==> src/core/lag_pkg.sv <==
// shared constants and types for the aggregation group controller
package lag_pkg;

    // sizes
    localparam int NUM_PORTS   = 16;
    localparam int PORT_IDX_W  = 4;
    localparam int MAX_MEMBERS = 8;
    localparam int FLAP_W      = 16;
    localparam int FIFO_DEPTH  = 4;
    localparam int KEY_W       = 128;

    // apb register byte offsets
    localparam logic [7:0] OFS_CTRL       = 8'h00;
    localparam logic [7:0] OFS_MEMBERS    = 8'h04;
    localparam logic [7:0] OFS_PORT_ADMIN = 8'h08;
    localparam logic [7:0] OFS_LOCAL_UNIT = 8'h0c;
    localparam logic [7:0] OFS_STATUS     = 8'h10;
    localparam logic [7:0] OFS_GRP_FLAP   = 8'h14;
    localparam logic [1:0] OFS_PFLAP_TOP  = 2'h1; // 0x40..0x7c, one per port

    // control register fields
    localparam int CTRL_ADMIN  = 0;
    localparam int CTRL_STP    = 1;
    localparam int CTRL_TRAP   = 2;
    localparam int CTRL_LOCAL  = 3;
    localparam int CTRL_STATIC = 4;
    localparam int CTRL_HASH   = 5;
    localparam int CTRL_CLEAR  = 8;

    // status register fields
    localparam int STAT_LINK   = 16;
    localparam int STAT_REJECT = 18;

    // reset values
    localparam logic [2:0]  HASH_RST  = 3'h2;
    localparam logic [15:0] ADMIN_RST = 16'hffff;

    typedef enum logic [1:0] {
        LINK_DOWN   = 2'h0,
        LINK_UP     = 2'h1,
        LINK_UP_SFP = 2'h2
    } link_state_t;

    typedef enum logic [2:0] {
        HASH_SRC_MAC  = 3'h0,
        HASH_DST_MAC  = 3'h1,
        HASH_BOTH_MAC = 3'h2,
        HASH_SRC_IP   = 3'h3,
        HASH_DST_IP   = 3'h4,
        HASH_BOTH_IP  = 3'h5
    } hash_sel_t;

    typedef struct packed {
        logic [47:0]           srcMac;
        logic [47:0]           dstMac;
        logic [11:0]           vlan;
        logic [15:0]           etherType;
        logic [PORT_IDX_W-1:0] inPort;
        logic [31:0]           srcIp;
        logic [31:0]           dstIp;
        logic [15:0]           srcL4;
        logic [15:0]           dstL4;
        logic                  knownUnicast;
        logic                  lacpFrame;
    } frame_desc_t;

    typedef struct packed {
        logic [PORT_IDX_W-1:0] port;
        logic                  drop;
    } egress_t;

endpackage : lag_pkg

==> src/core/link_aggregation_group_control.sv <==
// aggregation group control: apb registers, egress pick, flap counters
// Functional notes
// a group takes at most eight members; a ninth is refused
// a member is active only when oper up, admin up and linked
// egress member picked by flow hash so one flow keeps order
// six hash field choices, three mac based and three ip based
// local preference sends known unicast only via local members if any
// local preference leaves unknown unicast, broadcast, multicast alone
// without local preference known unicast may use any member
// spanning tree mode treats the whole group as one participant
// group link state reads up, up over optical module, or down
// with link trap on, each link state change raises an event
// member flap count rises on admin shutdown or link loss
// group admin shutdown bumps group count, not member counts
// group count rises when the last active member goes inactive
// clear command zeroes all group and member flap counts
// an admin disabled group neither sends nor receives
// static group members neither send nor receive lacp frames
// flap counts saturate and reset to zero
// frames for a group with no active member are dropped
`timescale 1ns/10ps

module lag_frame_fifo #(
    parameter int WIDTH = 8,
    parameter int DEPTH = 4
) (
    // clock and reset
    input  wire logic             clk_sys,
    input  wire logic             rst,
    // fill side
    input  wire logic             inValid,
    output logic                  inReady,
    input  wire logic [WIDTH-1:0] inData,
    // drain side
    output logic                  outValid,
    input  wire logic             outReady,
    output logic [WIDTH-1:0]      outData
);
    localparam int AW = $clog2(DEPTH);

    logic [WIDTH-1:0] mem [DEPTH];
    logic [AW-1:0]    wrPtr;
    logic [AW-1:0]    rdPtr;
    logic [AW:0]      count;
    logic             push, pop;

    // flags follow the fill count; ready is a flop so the port is registered
    assign outValid = count != '0;
    assign outData  = mem[rdPtr];
    assign push     = inValid && inReady;
    assign pop      = outValid && outReady;

    // storage
    always_ff @(posedge clk_sys) begin
        if (push) begin
            mem[wrPtr] <= inData;
        end
    end

    // pointers and count
    always_ff @(posedge clk_sys) begin
        if (rst) begin
            wrPtr <= '0;
            rdPtr <= '0;
            count <= '0;
            inReady <= 1'b1;
        end else begin
            inReady <= pop || (count + {{AW{1'b0}}, push}) != (AW+1)'(DEPTH);
            if (push) begin
                wrPtr <= (wrPtr == AW'(DEPTH-1)) ? '0 : wrPtr + 1'b1;
            end
            if (pop) begin
                rdPtr <= (rdPtr == AW'(DEPTH-1)) ? '0 : rdPtr + 1'b1;
            end
            if (push && !pop) begin
                count <= count + 1'b1;
            end else if (pop && !push) begin
                count <= count - 1'b1;
            end
        end
    end
endmodule : lag_frame_fifo

module link_aggregation_group_control #(
    parameter int MAX_MEMBERS = lag_pkg::MAX_MEMBERS,
    parameter int FIFO_DEPTH  = lag_pkg::FIFO_DEPTH
) (
    // clock and reset
    input  wire logic                          clk_sys,
    input  wire logic                          rst,
    // apb slave
    input  wire logic                          psel,
    input  wire logic                          penable,
    input  wire logic                          pwrite,
    input  wire logic [7:0]                    paddr,
    input  wire logic [31:0]                   pwdata,
    output logic [31:0]                        prdata,
    output logic                               pready,
    output logic                               pslverr,
    // physical port status
    input  wire logic [lag_pkg::NUM_PORTS-1:0] portLink,
    input  wire logic [lag_pkg::NUM_PORTS-1:0] portOperUp,
    input  wire logic [lag_pkg::NUM_PORTS-1:0] portSfp,
    input  wire logic                          stpForward,
    // frames toward the group
    input  wire logic                          frameValid,
    output logic                               frameReady,
    input  wire lag_pkg::frame_desc_t          frameDesc,
    // egress decision
    output logic                               egressValid,
    input  wire logic                          egressReady,
    output lag_pkg::egress_t                   egressDesc,
    // per port and group controls
    output logic [lag_pkg::NUM_PORTS-1:0]      txEnable,
    output logic [lag_pkg::NUM_PORTS-1:0]      rxEnable,
    output logic [lag_pkg::NUM_PORTS-1:0]      lacpBlock,
    output logic                               stpGroup,
    output lag_pkg::link_state_t               linkState,
    output logic                               linkEvent
);
    localparam int NP = lag_pkg::NUM_PORTS;
    localparam int FW = lag_pkg::FLAP_W;
    localparam int DW = $bits(lag_pkg::frame_desc_t);
    localparam logic [FW-1:0] FLAP_MAX = {FW{1'b1}};

    // configuration and state
    logic                 adminEn;
    logic                 stpMode;
    logic                 linkTrap;
    logic                 localPref;
    logic                 staticMode;
    logic [2:0]           hashSel;
    logic [NP-1:0]        memberMask;
    logic [NP-1:0]        portAdmin;
    logic [NP-1:0]        localMask;
    logic [NP-1:0]        activeMask;
    logic [NP-1:0]        prevLink;
    logic                 rejected;
    logic [FW-1:0]        grpFlap;
    logic [FW-1:0]        portFlap [NP];

    // bus decode
    logic                 accessEnd;
    logic                 wrEn;
    logic                 wrCtrl;
    logic                 wrMembers;
    logic                 wrPortAdmin;
    logic                 clearCmd;
    logic                 overLimit;
    logic                 isPortFlap;
    logic [31:0]          next_prdata;
    logic                 next_pslverr;
    logic [NP-1:0]        next_active;
    lag_pkg::link_state_t next_link;

    // egress pick
    logic [DW-1:0]        qBits;
    lag_pkg::frame_desc_t qDesc;
    logic                 qValid;
    logic                 qReady;
    logic                 selFire;
    logic [127:0]         hashKey;
    logic [7:0]           hashVal;
    logic [NP-1:0]        localAct;
    logic [NP-1:0]        cand;
    logic [4:0]           candCnt;
    logic [7:0]           nth;
    logic [7:0]           seen;
    logic [3:0]           pick;
    logic                 selDrop;

    function automatic logic [4:0] popcnt(input logic [NP-1:0] v);
        logic [4:0] c;
        c = '0;
        for (int i = 0; i < NP; i++) begin
            c = c + {4'h0, v[i]};
        end
        return c;
    endfunction : popcnt

    function automatic logic [FW-1:0] bump(input logic [FW-1:0] v);
        return (v == FLAP_MAX) ? v : v + 1'b1;
    endfunction : bump

    // apb strobes; writes land at the access edge
    assign accessEnd   = psel && penable && pready;
    assign wrEn        = accessEnd && pwrite && !pslverr;
    assign wrCtrl      = wrEn && paddr == lag_pkg::OFS_CTRL;
    assign wrMembers   = wrEn && paddr == lag_pkg::OFS_MEMBERS;
    assign wrPortAdmin = wrEn && paddr == lag_pkg::OFS_PORT_ADMIN;
    assign clearCmd    = wrCtrl && pwdata[lag_pkg::CTRL_CLEAR];
    assign overLimit   = popcnt(pwdata[NP-1:0]) > 5'(MAX_MEMBERS);
    assign isPortFlap  = paddr[7:6] == lag_pkg::OFS_PFLAP_TOP;

    // read data and error prepared in the setup cycle
    always_comb begin
        next_prdata  = '0;
        next_pslverr = 1'b0;
        if (isPortFlap) begin
            next_prdata[FW-1:0] = portFlap[paddr[5:2]];
            next_pslverr        = pwrite;
        end else begin
            case (paddr)
                lag_pkg::OFS_CTRL: begin
                    next_prdata[7:0] = {hashSel, staticMode, localPref,
                                        linkTrap, stpMode, adminEn};
                end
                lag_pkg::OFS_MEMBERS: begin
                    next_prdata[NP-1:0] = memberMask;
                    next_pslverr        = pwrite && overLimit;
                end
                lag_pkg::OFS_PORT_ADMIN: next_prdata[NP-1:0] = portAdmin;
                lag_pkg::OFS_LOCAL_UNIT: next_prdata[NP-1:0] = localMask;
                lag_pkg::OFS_STATUS: begin
                    next_prdata[NP-1:0]             = activeMask;
                    next_prdata[lag_pkg::STAT_LINK+:2] = linkState;
                    next_prdata[lag_pkg::STAT_REJECT]  = rejected;
                    next_pslverr                    = pwrite;
                end
                lag_pkg::OFS_GRP_FLAP: begin
                    next_prdata[FW-1:0] = grpFlap;
                    next_pslverr        = pwrite;
                end
                default: next_pslverr = 1'b1;
            endcase
        end
    end

    // apb answer: one wait-free access cycle
    always_ff @(posedge clk_sys) begin
        if (rst) begin
            pready  <= 1'b0;
            prdata  <= '0;
            pslverr <= 1'b0;
        end else begin
            pready  <= psel && !penable;
            prdata  <= next_prdata;
            pslverr <= next_pslverr;
        end
    end

    // control register
    always_ff @(posedge clk_sys) begin
        if (rst) begin
            adminEn    <= 1'b1;
            stpMode    <= 1'b0;
            linkTrap   <= 1'b0;
            localPref  <= 1'b0;
            staticMode <= 1'b0;
            hashSel    <= lag_pkg::HASH_RST;
        end else if (wrCtrl) begin
            adminEn    <= pwdata[lag_pkg::CTRL_ADMIN];
            stpMode    <= pwdata[lag_pkg::CTRL_STP];
            linkTrap   <= pwdata[lag_pkg::CTRL_TRAP];
            localPref  <= pwdata[lag_pkg::CTRL_LOCAL];
            staticMode <= pwdata[lag_pkg::CTRL_STATIC];
            hashSel    <= pwdata[lag_pkg::CTRL_HASH+:3];
        end
    end

    // membership; an oversized set is refused and flagged
    always_ff @(posedge clk_sys) begin
        if (rst) begin
            memberMask <= '0;
            rejected   <= 1'b0;
        end else if (accessEnd && pwrite && paddr == lag_pkg::OFS_MEMBERS) begin
            rejected <= overLimit;
            if (!overLimit) begin
                memberMask <= pwdata[NP-1:0];
            end
        end
    end

    // port admin and local unit masks
    always_ff @(posedge clk_sys) begin
        if (rst) begin
            portAdmin <= lag_pkg::ADMIN_RST;
            localMask <= '0;
        end else begin
            if (wrPortAdmin) begin
                portAdmin <= pwdata[NP-1:0];
            end
            if (wrEn && paddr == lag_pkg::OFS_LOCAL_UNIT) begin
                localMask <= pwdata[NP-1:0];
            end
        end
    end

    // active set and group link state
    assign next_active = memberMask & portOperUp & portAdmin & portLink;
    always_comb begin
        if (!adminEn || activeMask == '0) begin
            next_link = lag_pkg::LINK_DOWN;
        end else if ((activeMask & portSfp) != '0) begin
            next_link = lag_pkg::LINK_UP_SFP;
        end else begin
            next_link = lag_pkg::LINK_UP;
        end
    end

    always_ff @(posedge clk_sys) begin
        if (rst) begin
            activeMask <= '0;
            prevLink   <= '0;
            linkState  <= lag_pkg::LINK_DOWN;
            linkEvent  <= 1'b0;
        end else begin
            activeMask <= next_active;
            prevLink   <= portLink;
            linkState  <= next_link;
            linkEvent  <= linkTrap && next_link != linkState;
        end
    end

    // port enables; disabled group or blocked tree stops all members
    always_ff @(posedge clk_sys) begin
        if (rst) begin
            txEnable  <= '0;
            rxEnable  <= '0;
            lacpBlock <= '0;
            stpGroup  <= 1'b0;
        end else begin
            txEnable  <= activeMask & {NP{adminEn && stpForward}};
            rxEnable  <= activeMask & {NP{adminEn && stpForward}};
            lacpBlock <= memberMask & {NP{staticMode}};
            stpGroup  <= stpMode;
        end
    end

    // member flap counters; an event in the clear cycle still counts
    for (genvar i = 0; i < NP; i++) begin : g_pflap
        logic hit;
        assign hit = memberMask[i] && ((prevLink[i] && !portLink[i]) ||
                     (wrPortAdmin && portAdmin[i] && !pwdata[i]));
        always_ff @(posedge clk_sys) begin
            if (rst) begin
                portFlap[i] <= '0;
            end else if (clearCmd) begin
                portFlap[i] <= hit ? FW'(1) : '0;
            end else if (hit) begin
                portFlap[i] <= bump(portFlap[i]);
            end
        end
    end

    // group flap counter
    logic grpHit;
    assign grpHit = (wrCtrl && adminEn && !pwdata[lag_pkg::CTRL_ADMIN])
                 || (activeMask != '0 && next_active == '0);
    always_ff @(posedge clk_sys) begin
        if (rst) begin
            grpFlap <= '0;
        end else if (clearCmd) begin
            grpFlap <= grpHit ? FW'(1) : '0;
        end else if (grpHit) begin
            grpFlap <= bump(grpFlap);
        end
    end

    // frame queue ahead of the pick stage
    lag_frame_fifo #(
        .WIDTH (DW),
        .DEPTH (FIFO_DEPTH)
    ) u_fifo (
        .clk_sys  (clk_sys),
        .rst      (rst),
        .inValid  (frameValid),
        .inReady  (frameReady),
        .inData   (frameDesc),
        .outValid (qValid),
        .outReady (qReady),
        .outData  (qBits)
    );
    assign qDesc   = lag_pkg::frame_desc_t'(qBits);
    assign qReady  = !egressValid || egressReady;
    assign selFire = qValid && qReady;

    // flow key from the selected fields
    always_comb begin
        case (hashSel)
            lag_pkg::HASH_SRC_MAC: hashKey = {48'h0, qDesc.srcMac,
                qDesc.vlan, qDesc.etherType, qDesc.inPort};
            lag_pkg::HASH_DST_MAC: hashKey = {48'h0, qDesc.dstMac,
                qDesc.vlan, qDesc.etherType, qDesc.inPort};
            lag_pkg::HASH_SRC_IP:  hashKey = {80'h0, qDesc.srcIp,
                qDesc.srcL4};
            lag_pkg::HASH_DST_IP:  hashKey = {80'h0, qDesc.dstIp,
                qDesc.dstL4};
            lag_pkg::HASH_BOTH_IP: hashKey = {32'h0, qDesc.srcIp,
                qDesc.dstIp, qDesc.srcL4, qDesc.dstL4};
            default:               hashKey = {qDesc.srcMac, qDesc.dstMac,
                qDesc.vlan, qDesc.etherType, qDesc.inPort};
        endcase
    end

    // fold key to a byte, pick the nth candidate member
    always_comb begin
        hashVal = '0;
        for (int b = 0; b < 16; b++) begin
            hashVal = hashVal ^ hashKey[b*8+:8];
        end
        localAct = activeMask & localMask;
        if (localPref && qDesc.knownUnicast && localAct != '0) begin
            cand = localAct;
        end else begin
            cand = activeMask;
        end
        candCnt = popcnt(cand);
        nth     = (candCnt == '0) ? '0 : hashVal % {3'h0, candCnt};
        seen    = '0;
        pick    = '0;
        for (int i = 0; i < NP; i++) begin
            if (cand[i]) begin
                if (seen == nth) begin
                    pick = 4'(i);
                end
                seen = seen + 1'b1;
            end
        end
        selDrop = !adminEn || !stpForward || candCnt == '0
               || (qDesc.lacpFrame && staticMode);
    end

    // egress register with back-pressure
    always_ff @(posedge clk_sys) begin
        if (rst) begin
            egressValid <= 1'b0;
            egressDesc  <= '0;
        end else if (qReady) begin
            egressValid <= qValid;
            if (qValid) begin
                egressDesc.port <= pick;
                egressDesc.drop <= selDrop;
            end
        end
    end

    // checks
    a_member_limit: assert property (@(posedge clk_sys) disable iff (rst)
        popcnt(memberMask) <= 5'(MAX_MEMBERS))
        else $error("member count above limit");
    a_active_subset: assert property (@(posedge clk_sys) disable iff (rst)
        (activeMask & ~$past(memberMask)) == '0)
        else $error("active port not a member");
    a_pick_active: assert property (@(posedge clk_sys) disable iff (rst)
        selFire |=> egressDesc.drop ||
        ($past(activeMask) & (16'h1 << egressDesc.port)) != '0)
        else $error("egress port not active");
    a_local_pref: assert property (@(posedge clk_sys) disable iff (rst)
        selFire && localPref && qDesc.knownUnicast &&
        (activeMask & localMask) != '0 |=> egressDesc.drop ||
        ($past(localMask) & (16'h1 << egressDesc.port)) != '0)
        else $error("known unicast left the local unit");
    a_admin_drop: assert property (@(posedge clk_sys) disable iff (rst)
        selFire && !adminEn |=> egressValid && egressDesc.drop)
        else $error("disabled group forwarded");
    a_empty_drop: assert property (@(posedge clk_sys) disable iff (rst)
        selFire && activeMask == '0 |=> egressDesc.drop)
        else $error("frame sent with no active member");
    a_lacp_static: assert property (@(posedge clk_sys) disable iff (rst)
        selFire && qDesc.lacpFrame && staticMode |=> egressDesc.drop)
        else $error("lacp frame sent in static mode");
    a_link_down: assert property (@(posedge clk_sys) disable iff (rst)
        (activeMask == '0 || !adminEn) |=>
        linkState == lag_pkg::LINK_DOWN)
        else $error("link not down without members");
    a_trap_event: assert property (@(posedge clk_sys) disable iff (rst)
        linkEvent == ($changed(linkState) && $past(linkTrap)))
        else $error("link event mismatch");
    a_grp_last: assert property (@(posedge clk_sys) disable iff (rst)
        $past(activeMask) != '0 && activeMask == '0 && !$past(clearCmd)
        && $past(grpFlap) != FLAP_MAX |-> grpFlap == $past(grpFlap) + 1'b1)
        else $error("group flap missed last member");
    a_clear_zero: assert property (@(posedge clk_sys) disable iff (rst)
        clearCmd |=> grpFlap <= FW'(1) && portFlap[0] <= FW'(1))
        else $error("clear left a count");
    a_flap_sat: assert property (@(posedge clk_sys) disable iff (rst)
        grpFlap == FLAP_MAX && !clearCmd |=> grpFlap == FLAP_MAX)
        else $error("group flap wrapped");
endmodule : link_aggregation_group_control

==> config.mk <==
export PLATFORM = sky130hd
export DESIGN_NAME = link_aggregation_group_control
export DESIGN_NICKNAME = d
export VERILOG_FILES = /design/src/core/lag_pkg.sv /design/src/core/link_aggregation_group_control.sv
export SDC_FILE = /design/constraint.sdc
export NUM_CORES = 2
export LEC_CHECK = 0
export ABC_AREA = 1
export BUFFER_PORTS_ARGS = -buffer_cell sky130_fd_sc_hd__buf_2
export CORE_AREA = 10 10 392 394
export DETAILED_ROUTE_END_ITERATION = 8
export DIE_AREA = 0 0 402 404
export SLEW_MARGIN = 30
export SYNTH_ARGS = -nofsm -noshare
export SYNTH_HDL_FRONTEND = slang
export SYNTH_SLANG_ARGS = --single-unit
==> constraint.sdc <==
create_clock -name clk_sys -period 34.1 [get_ports clk_sys]
set_clock_uncertainty 0.2 [all_clocks]
set_input_delay 1.705 -clock clk_sys [delete_from_list [all_inputs] [get_ports clk_sys]]
set_output_delay 1.705 -clock clk_sys [all_outputs]
set_load 0.01 [all_outputs]
After elaboration in Yosys (flattened, before gate mapping)
Memory sizes are Yosys's and may differ from the RTL's. A register that Yosys moved wholly into a read port is not among the register bits. Index checks and enable logic that the tools add are counted.

Add/subtract/negate cells: 66. Div/mod/pow operators: 1. Magnitude comparators: 1. Equal/unequal tests: 47. Mux-type cells: 200. Bitwise gates (word level): 56. Reduce and logical (&&, ||, !) cells: 166.

Operator list (number): $mux 16 (53); $pmux 128 s5 (1); $add 16x1->16 const B (17); $eq 16x16->1 const B (17); $eq 8x8->1 (15); $mux 8 (15); $xor 8x8->8 (15); $add 8x1->8 const B (14); $and 16x16->16 (7); $mux 4 (28); $add 5x1->5 (22); $mux 1 (92); $logic_and 1x1->1 (87); $pmux 8 s6 (1); $reduce_bool 16->1 (3); $pmux 8 s5 (1); $logic_not 1->1 (39); $logic_not 16->1 (2); $or 1x1->1 (32); $logic_or 1x1->1 (23); $eq 8x4->1 const B (2); $eq 8x5->1 const B (2); $mux 2 (6); $add 4x1->5 (2); other kinds (29) (41).

Bits in registers: 189. RAM bits: 1160. Bits of input ports: 322. Memories kept: 2.

Memory list: u_fifo.mem (words 4, bits a word 226, rd ports 1, clocked after Yosys merged registers in 1, write ports 1, RTL line link_aggregation_group_control.sv:41) `logic [WIDTH-1:0] mem [DEPTH];`; portFlap (words 16, bits a word 16, rd ports 17, clocked after Yosys merged registers in 0, write ports 16, RTL line link_aggregation_group_control.sv:140) `logic [FW-1:0] portFlap [NP];`.

Logic depth before layout (Yosys ltp)
Depth in word-level cells: 52. Mapped depth: 112. Depth with buffers taken out: 110.

By module
A second synthesis with hierarchy kept.

Cell total of the unflattened synthesis: 6546. Area total of the unflattened synthesis: 64738.3 µm².

Modules (own cells, without submodules): lag_frame_fifo (instances 1, cells an instance 2255, area an instance 33905.0 µm², seq. area each 27346.2 µm²); link_aggregation_group_control (instances 1, cells an instance 4291, area an instance 30833.3 µm², seq. area each 11050.6 µm²).

Worst setup path before layout
OpenSTA, ideal clock, no wires.

Kind: reg2reg. Start point: reg with a tool-made name. End point: reg egressDesc[3] (netlist name). Library setup time: 0.117 ns. Arrival: 14.882 ns. Path slack: 18.901 ns. Cell stages (with the launch flop): 95. Path buffers: 4. Cells stage by stage: dfxtp_1 > buf_6 > nor2_1 > nor2_1 > o21ai_1 > a21oi_2 > nand2_4 > buf_2 > o21ai_0 > fa_1 > fa_1 > inv_1 > fa_1 > inv_1 > fa_1 > inv_1 > ha_1 > fa_1 > [59 not listed] > inv_1 > ha_1 > nand2_1 > o31ai_1 > nand3_1 > nand4_1 > nand3_2 > buf_6 > buf_6 > a21oi_1 > nand3_1 > nor3_2 > nor2_1 > and2_4 > o21ai_2 > nand2_1 > nor2_1 > nor2_1.

RTL lines: end, declared (RTL line link_aggregation_group_control.sv:112) `output lag_pkg::egress_t egressDesc,`.

==> results.sh <==
export IMPL_yosysSeqAreaShare_pct=58.9
export IMPL_dr_pass1_iters=8
export IMPL_clock_tree_root_cell="clkbuf_16"
export IMPL_drt_total_wl_um=195000
export IMPL_worst_tran_pin_value_ns=1.07
export IMPL_min_delay_path_class="flip-flop to flip-flop"
export IMPL_core_area_um2=145000
export IMPL_required_ns=34.60
export IMPL_synth_yosys_warnings=0
export IMPL_crit_path_max_incr_delay_ns=0.77
export IMPL_placement_setup_worst_slack_ns=14.43
export IMPL_finalSetupViolations=0
export IMPL_path_max_fanout=88
export IMPL_place_gp_congestion=0.920
export IMPL_postSynthAreaPerCell_um2=9.92
export IMPL_final_max_slew_violation_count=0
export IMPL_timing_critical_path_arrival_ns=20.05
export IMPL_numCtsBuffers=146
export IMPL_ctsHtreeMaxLevel=4
export IMPL_yosysUniqueCellTypes=78
export IMPL_async_reset_ff_share_pct=0
export IMPL_netlist_instances=6572
export IMPL_die_w_um=402
export IMPL_postCtsResizedCells=0
export IMPL_detail_route_iter0_violations=4691
export IMPL_antenna_violation_net_count_after_detailed_routing=0
export IMPL_num_fill_cells=13165
export IMPL_core_rowCount=140
export IMPL_synth_top_flop_cell="edfxtp_1"
export IMPL_cts_tree="done"
export IMPL_route_vias_total=49592
export IMPL_fin_crit_sh_pct=57.3
export IMPL_hold_violations=0
export IMPL_initial_utilization_pct=44.9
export IMPL_synth_edff_count=1160
export IMPL_fin_nets=7303
export IMPL_critPathMostFrequentCell="nand2_1"
export IMPL_global_route_wire_length_before_repair_um=290000
export IMPL_cts_num_sinks=1338
export IMPL_hold_buffers=0
export IMPL_syn_to_final_growth_pct=12.4
export IMPL_critical_path_class="flip-flop to flip-flop"
export IMPL_final_setup_worst_slack_ns=14.55
export IMPL_post_route_min_period_ns=19.55
export IMPL_timing_critical_path_slowest_stage_cell="dfxtp_4"
export IMPL_ios=415
export IMPL_cp_capture_type="flip-flop"
export IMPL_setup_total_negative_slack_ns=0
export IMPL_drv_cap=0
export IMPL_max_clock_freq_mhz=51.2
export IMPL_synthesis_area_um2=65200
export IMPL_gr_usage_all_layers_pct=23.0
export IMPL_dieArea_um2=162000
export IMPL_post_cts_repair_setup_buffers=0
export IMPL_route_detailed_wl_per_inst_um=21.8
export IMPL_post_route_cells_drive_above_1_share_pct=11.9
export IMPL_floorplan_die_height_um=404
export IMPL_worstSkewPairLatency_ns=0.82
export IMPL_ys_ff_latch=1338
export IMPL_first_global_vias=46829
export IMPL_buffer_ports_inserted=385
export IMPL_hpwl_um=131000
export IMPL_cts_reportedPaths_clkPinSlew_ns=0.06
export IMPL_dr_vias_cell=5.55
export IMPL_timing_max_slew_rel_slack_pct=28.5
export IMPL_globalRouteOverflowTotal=0
export IMPL_antenna_found_initial=75
export IMPL_max_root_sink_buffers=3
export IMPL_status="completed"
export IMPL_rsz0062_at_grt="false"
export IMPL_critPathLaunchType="flip-flop"
export IMPL_largest_net_degree_at_the_start_of_global_routing=174
export IMPL_detail_route_drc_violations=0
[synth_stat cells (all sizes together), types with 50 or more instances]
cell type	instances	share of area [%]
a21oi	249	1.9
xnor2	50	0.68
buf	201	2.2
xor2	166	2.3
nand2	1377	8.1
ha	80	1.5
edfxtp	1160	53
o21ai	440	3.5
clkbuf	108	0.62
nor2	681	4.0
dfxtp	178	5.5
nor3	136	1.1
inv	603	3.5
nand3	407	3.3
nand4	82	0.80
o22ai	222	2.1
nor3b	69	0.79
[cell type report]
cell class | instances | area [um^2] | share of cell area [%]
flip-flops and latches | 1338 | 38400 | 52.4
well taps | 1917 | 2400 | 3.27
multi-input cells | 4327 | 22800 | 31.1
diodes | 27 | 67.6 | 0.0922
inverters | 610 | 2300 | 3.14
clock inverters | 76 | 881 | 1.20
clock buffers | 185 | 3900 | 5.32
repair buffers | 456 | 2530 | 3.46
[placed cells by master, fill, tap and decap left out, types with 19 or more instances in the layout]
| master | n |
|---|---|
| a211oi_1 | 34 |
| inv_1 | 576 |
| nand4_1 | 81 |
| buf_4 | 63 |
| a32o_1 | 47 |
| fa_1 | 22 |
| nand3_2 | 19 |
| nand2_2 | 41 |
| nand2_1 | 1331 |
| clkbuf_16 | 149 |
| nor3b_1 | 69 |
| o21ai_1 | 51 |
| o21ai_0 | 375 |
| xor2_1 | 164 |
| nand3_1 | 386 |
| or2_2 | 23 |
| a31oi_1 | 34 |
| diode_2 | 27 |
| nor4_1 | 22 |
| buf_2 | 385 |
| inv_2 | 27 |
| nor3_1 | 135 |
| clkbuf_1 | 32 |
| a21oi_1 | 248 |
| o22ai_1 | 222 |
| xnor2_1 | 49 |
| edfxtp_1 | 1160 |
| dfxtp_1 | 176 |
| ha_1 | 80 |
| a22oi_1 | 34 |
| nor2_1 | 656 |
| clkinv_1 | 34 |
[flip-flops by register name, summed over array words and instances (netlist names), 2 cells and up, named ones only]
| name | cells |
|---|---|
| egressDesc | 5 |
| u_fifo.wrPtr | 2 |
| lacpBlock | 16 |
| u_fifo.count | 3 |
| localMask | 16 |
| prevLink | 16 |
| prdata | 19 |
| u_fifo.mem | 904 |
| u_fifo.rdPtr | 2 |
| hashSel | 3 |
| portFlap | 256 |
| portAdmin | 16 |
| memberMask | 16 |
| grpFlap | 16 |
| rxEnable | 16 |
| linkState | 2 |
| activeMask | 16 |
[routing by layer]
layer | track usage (%) | vias to the layer above | routed length [um] | share of wire, %
met5 | 0 | - | 460 | 0.24
met2 | 37.0 | 1795 | 89500 | 46
li1 | - | 23564 | - | -
met1 | 30.7 | 23750 | 82000 | 42
met3 | 5.52 | 413 | 16400 | 8.5
met4 | 7.57 | 70 | 6250 | 3.2
[critical path: cells and delay by family (launching register included)]
family,cells,cell delay (ns)
adders and majority gates,13,4.63
AOI/OAI and AO/OA,26,5.12
buffers and inverters,15,1.53
DFF,1,0.77
and+or+nand+nor,52,7.12
[kinds of logic after synthesis]
kind of cell | count (synthesis) | synth area share [%]
adder cells (fa/ha/maj) | 102 | 2.21
AO/OA/AOI/OAI | 1180 | 10.9
XOR/XNOR | 216 | 2.94
other | 1 | 0.00575
flip-flops | 1338 | 58.9
AND/OR/NAND/NOR | 2816 | 18.7
buffers and inverters | 919 | 6.32
[stage by stage]
stage	util, %	instances	hold WS, ns	cell area [um^2]
after floorplan	-	6584	0.208	65300
after global placement	47.1	8648	0.253	68400
after detailed placement	47.1	8648	0.254	68500
after CTS	50.4	8909	0.274	73200
after global routing	50.4	8918	0.306	73300
final	50.4	8936	0.270	73300
[final timing paths]
path	slack (ns)	end	from	cells past startpoint
min	0.27	prdata[17]	linkState[1]	2
min reg2reg	0.27	prdata[17]	linkState[1]	2
max reg2reg	14.55	egressDesc[1]	flip-flop	106
max	14.55	egressDesc[1]	flip-flop	106
Power is left out: the tool's default activity adds up to more than one toggle a clock period on the data nets, which glitch-free logic cannot reach.
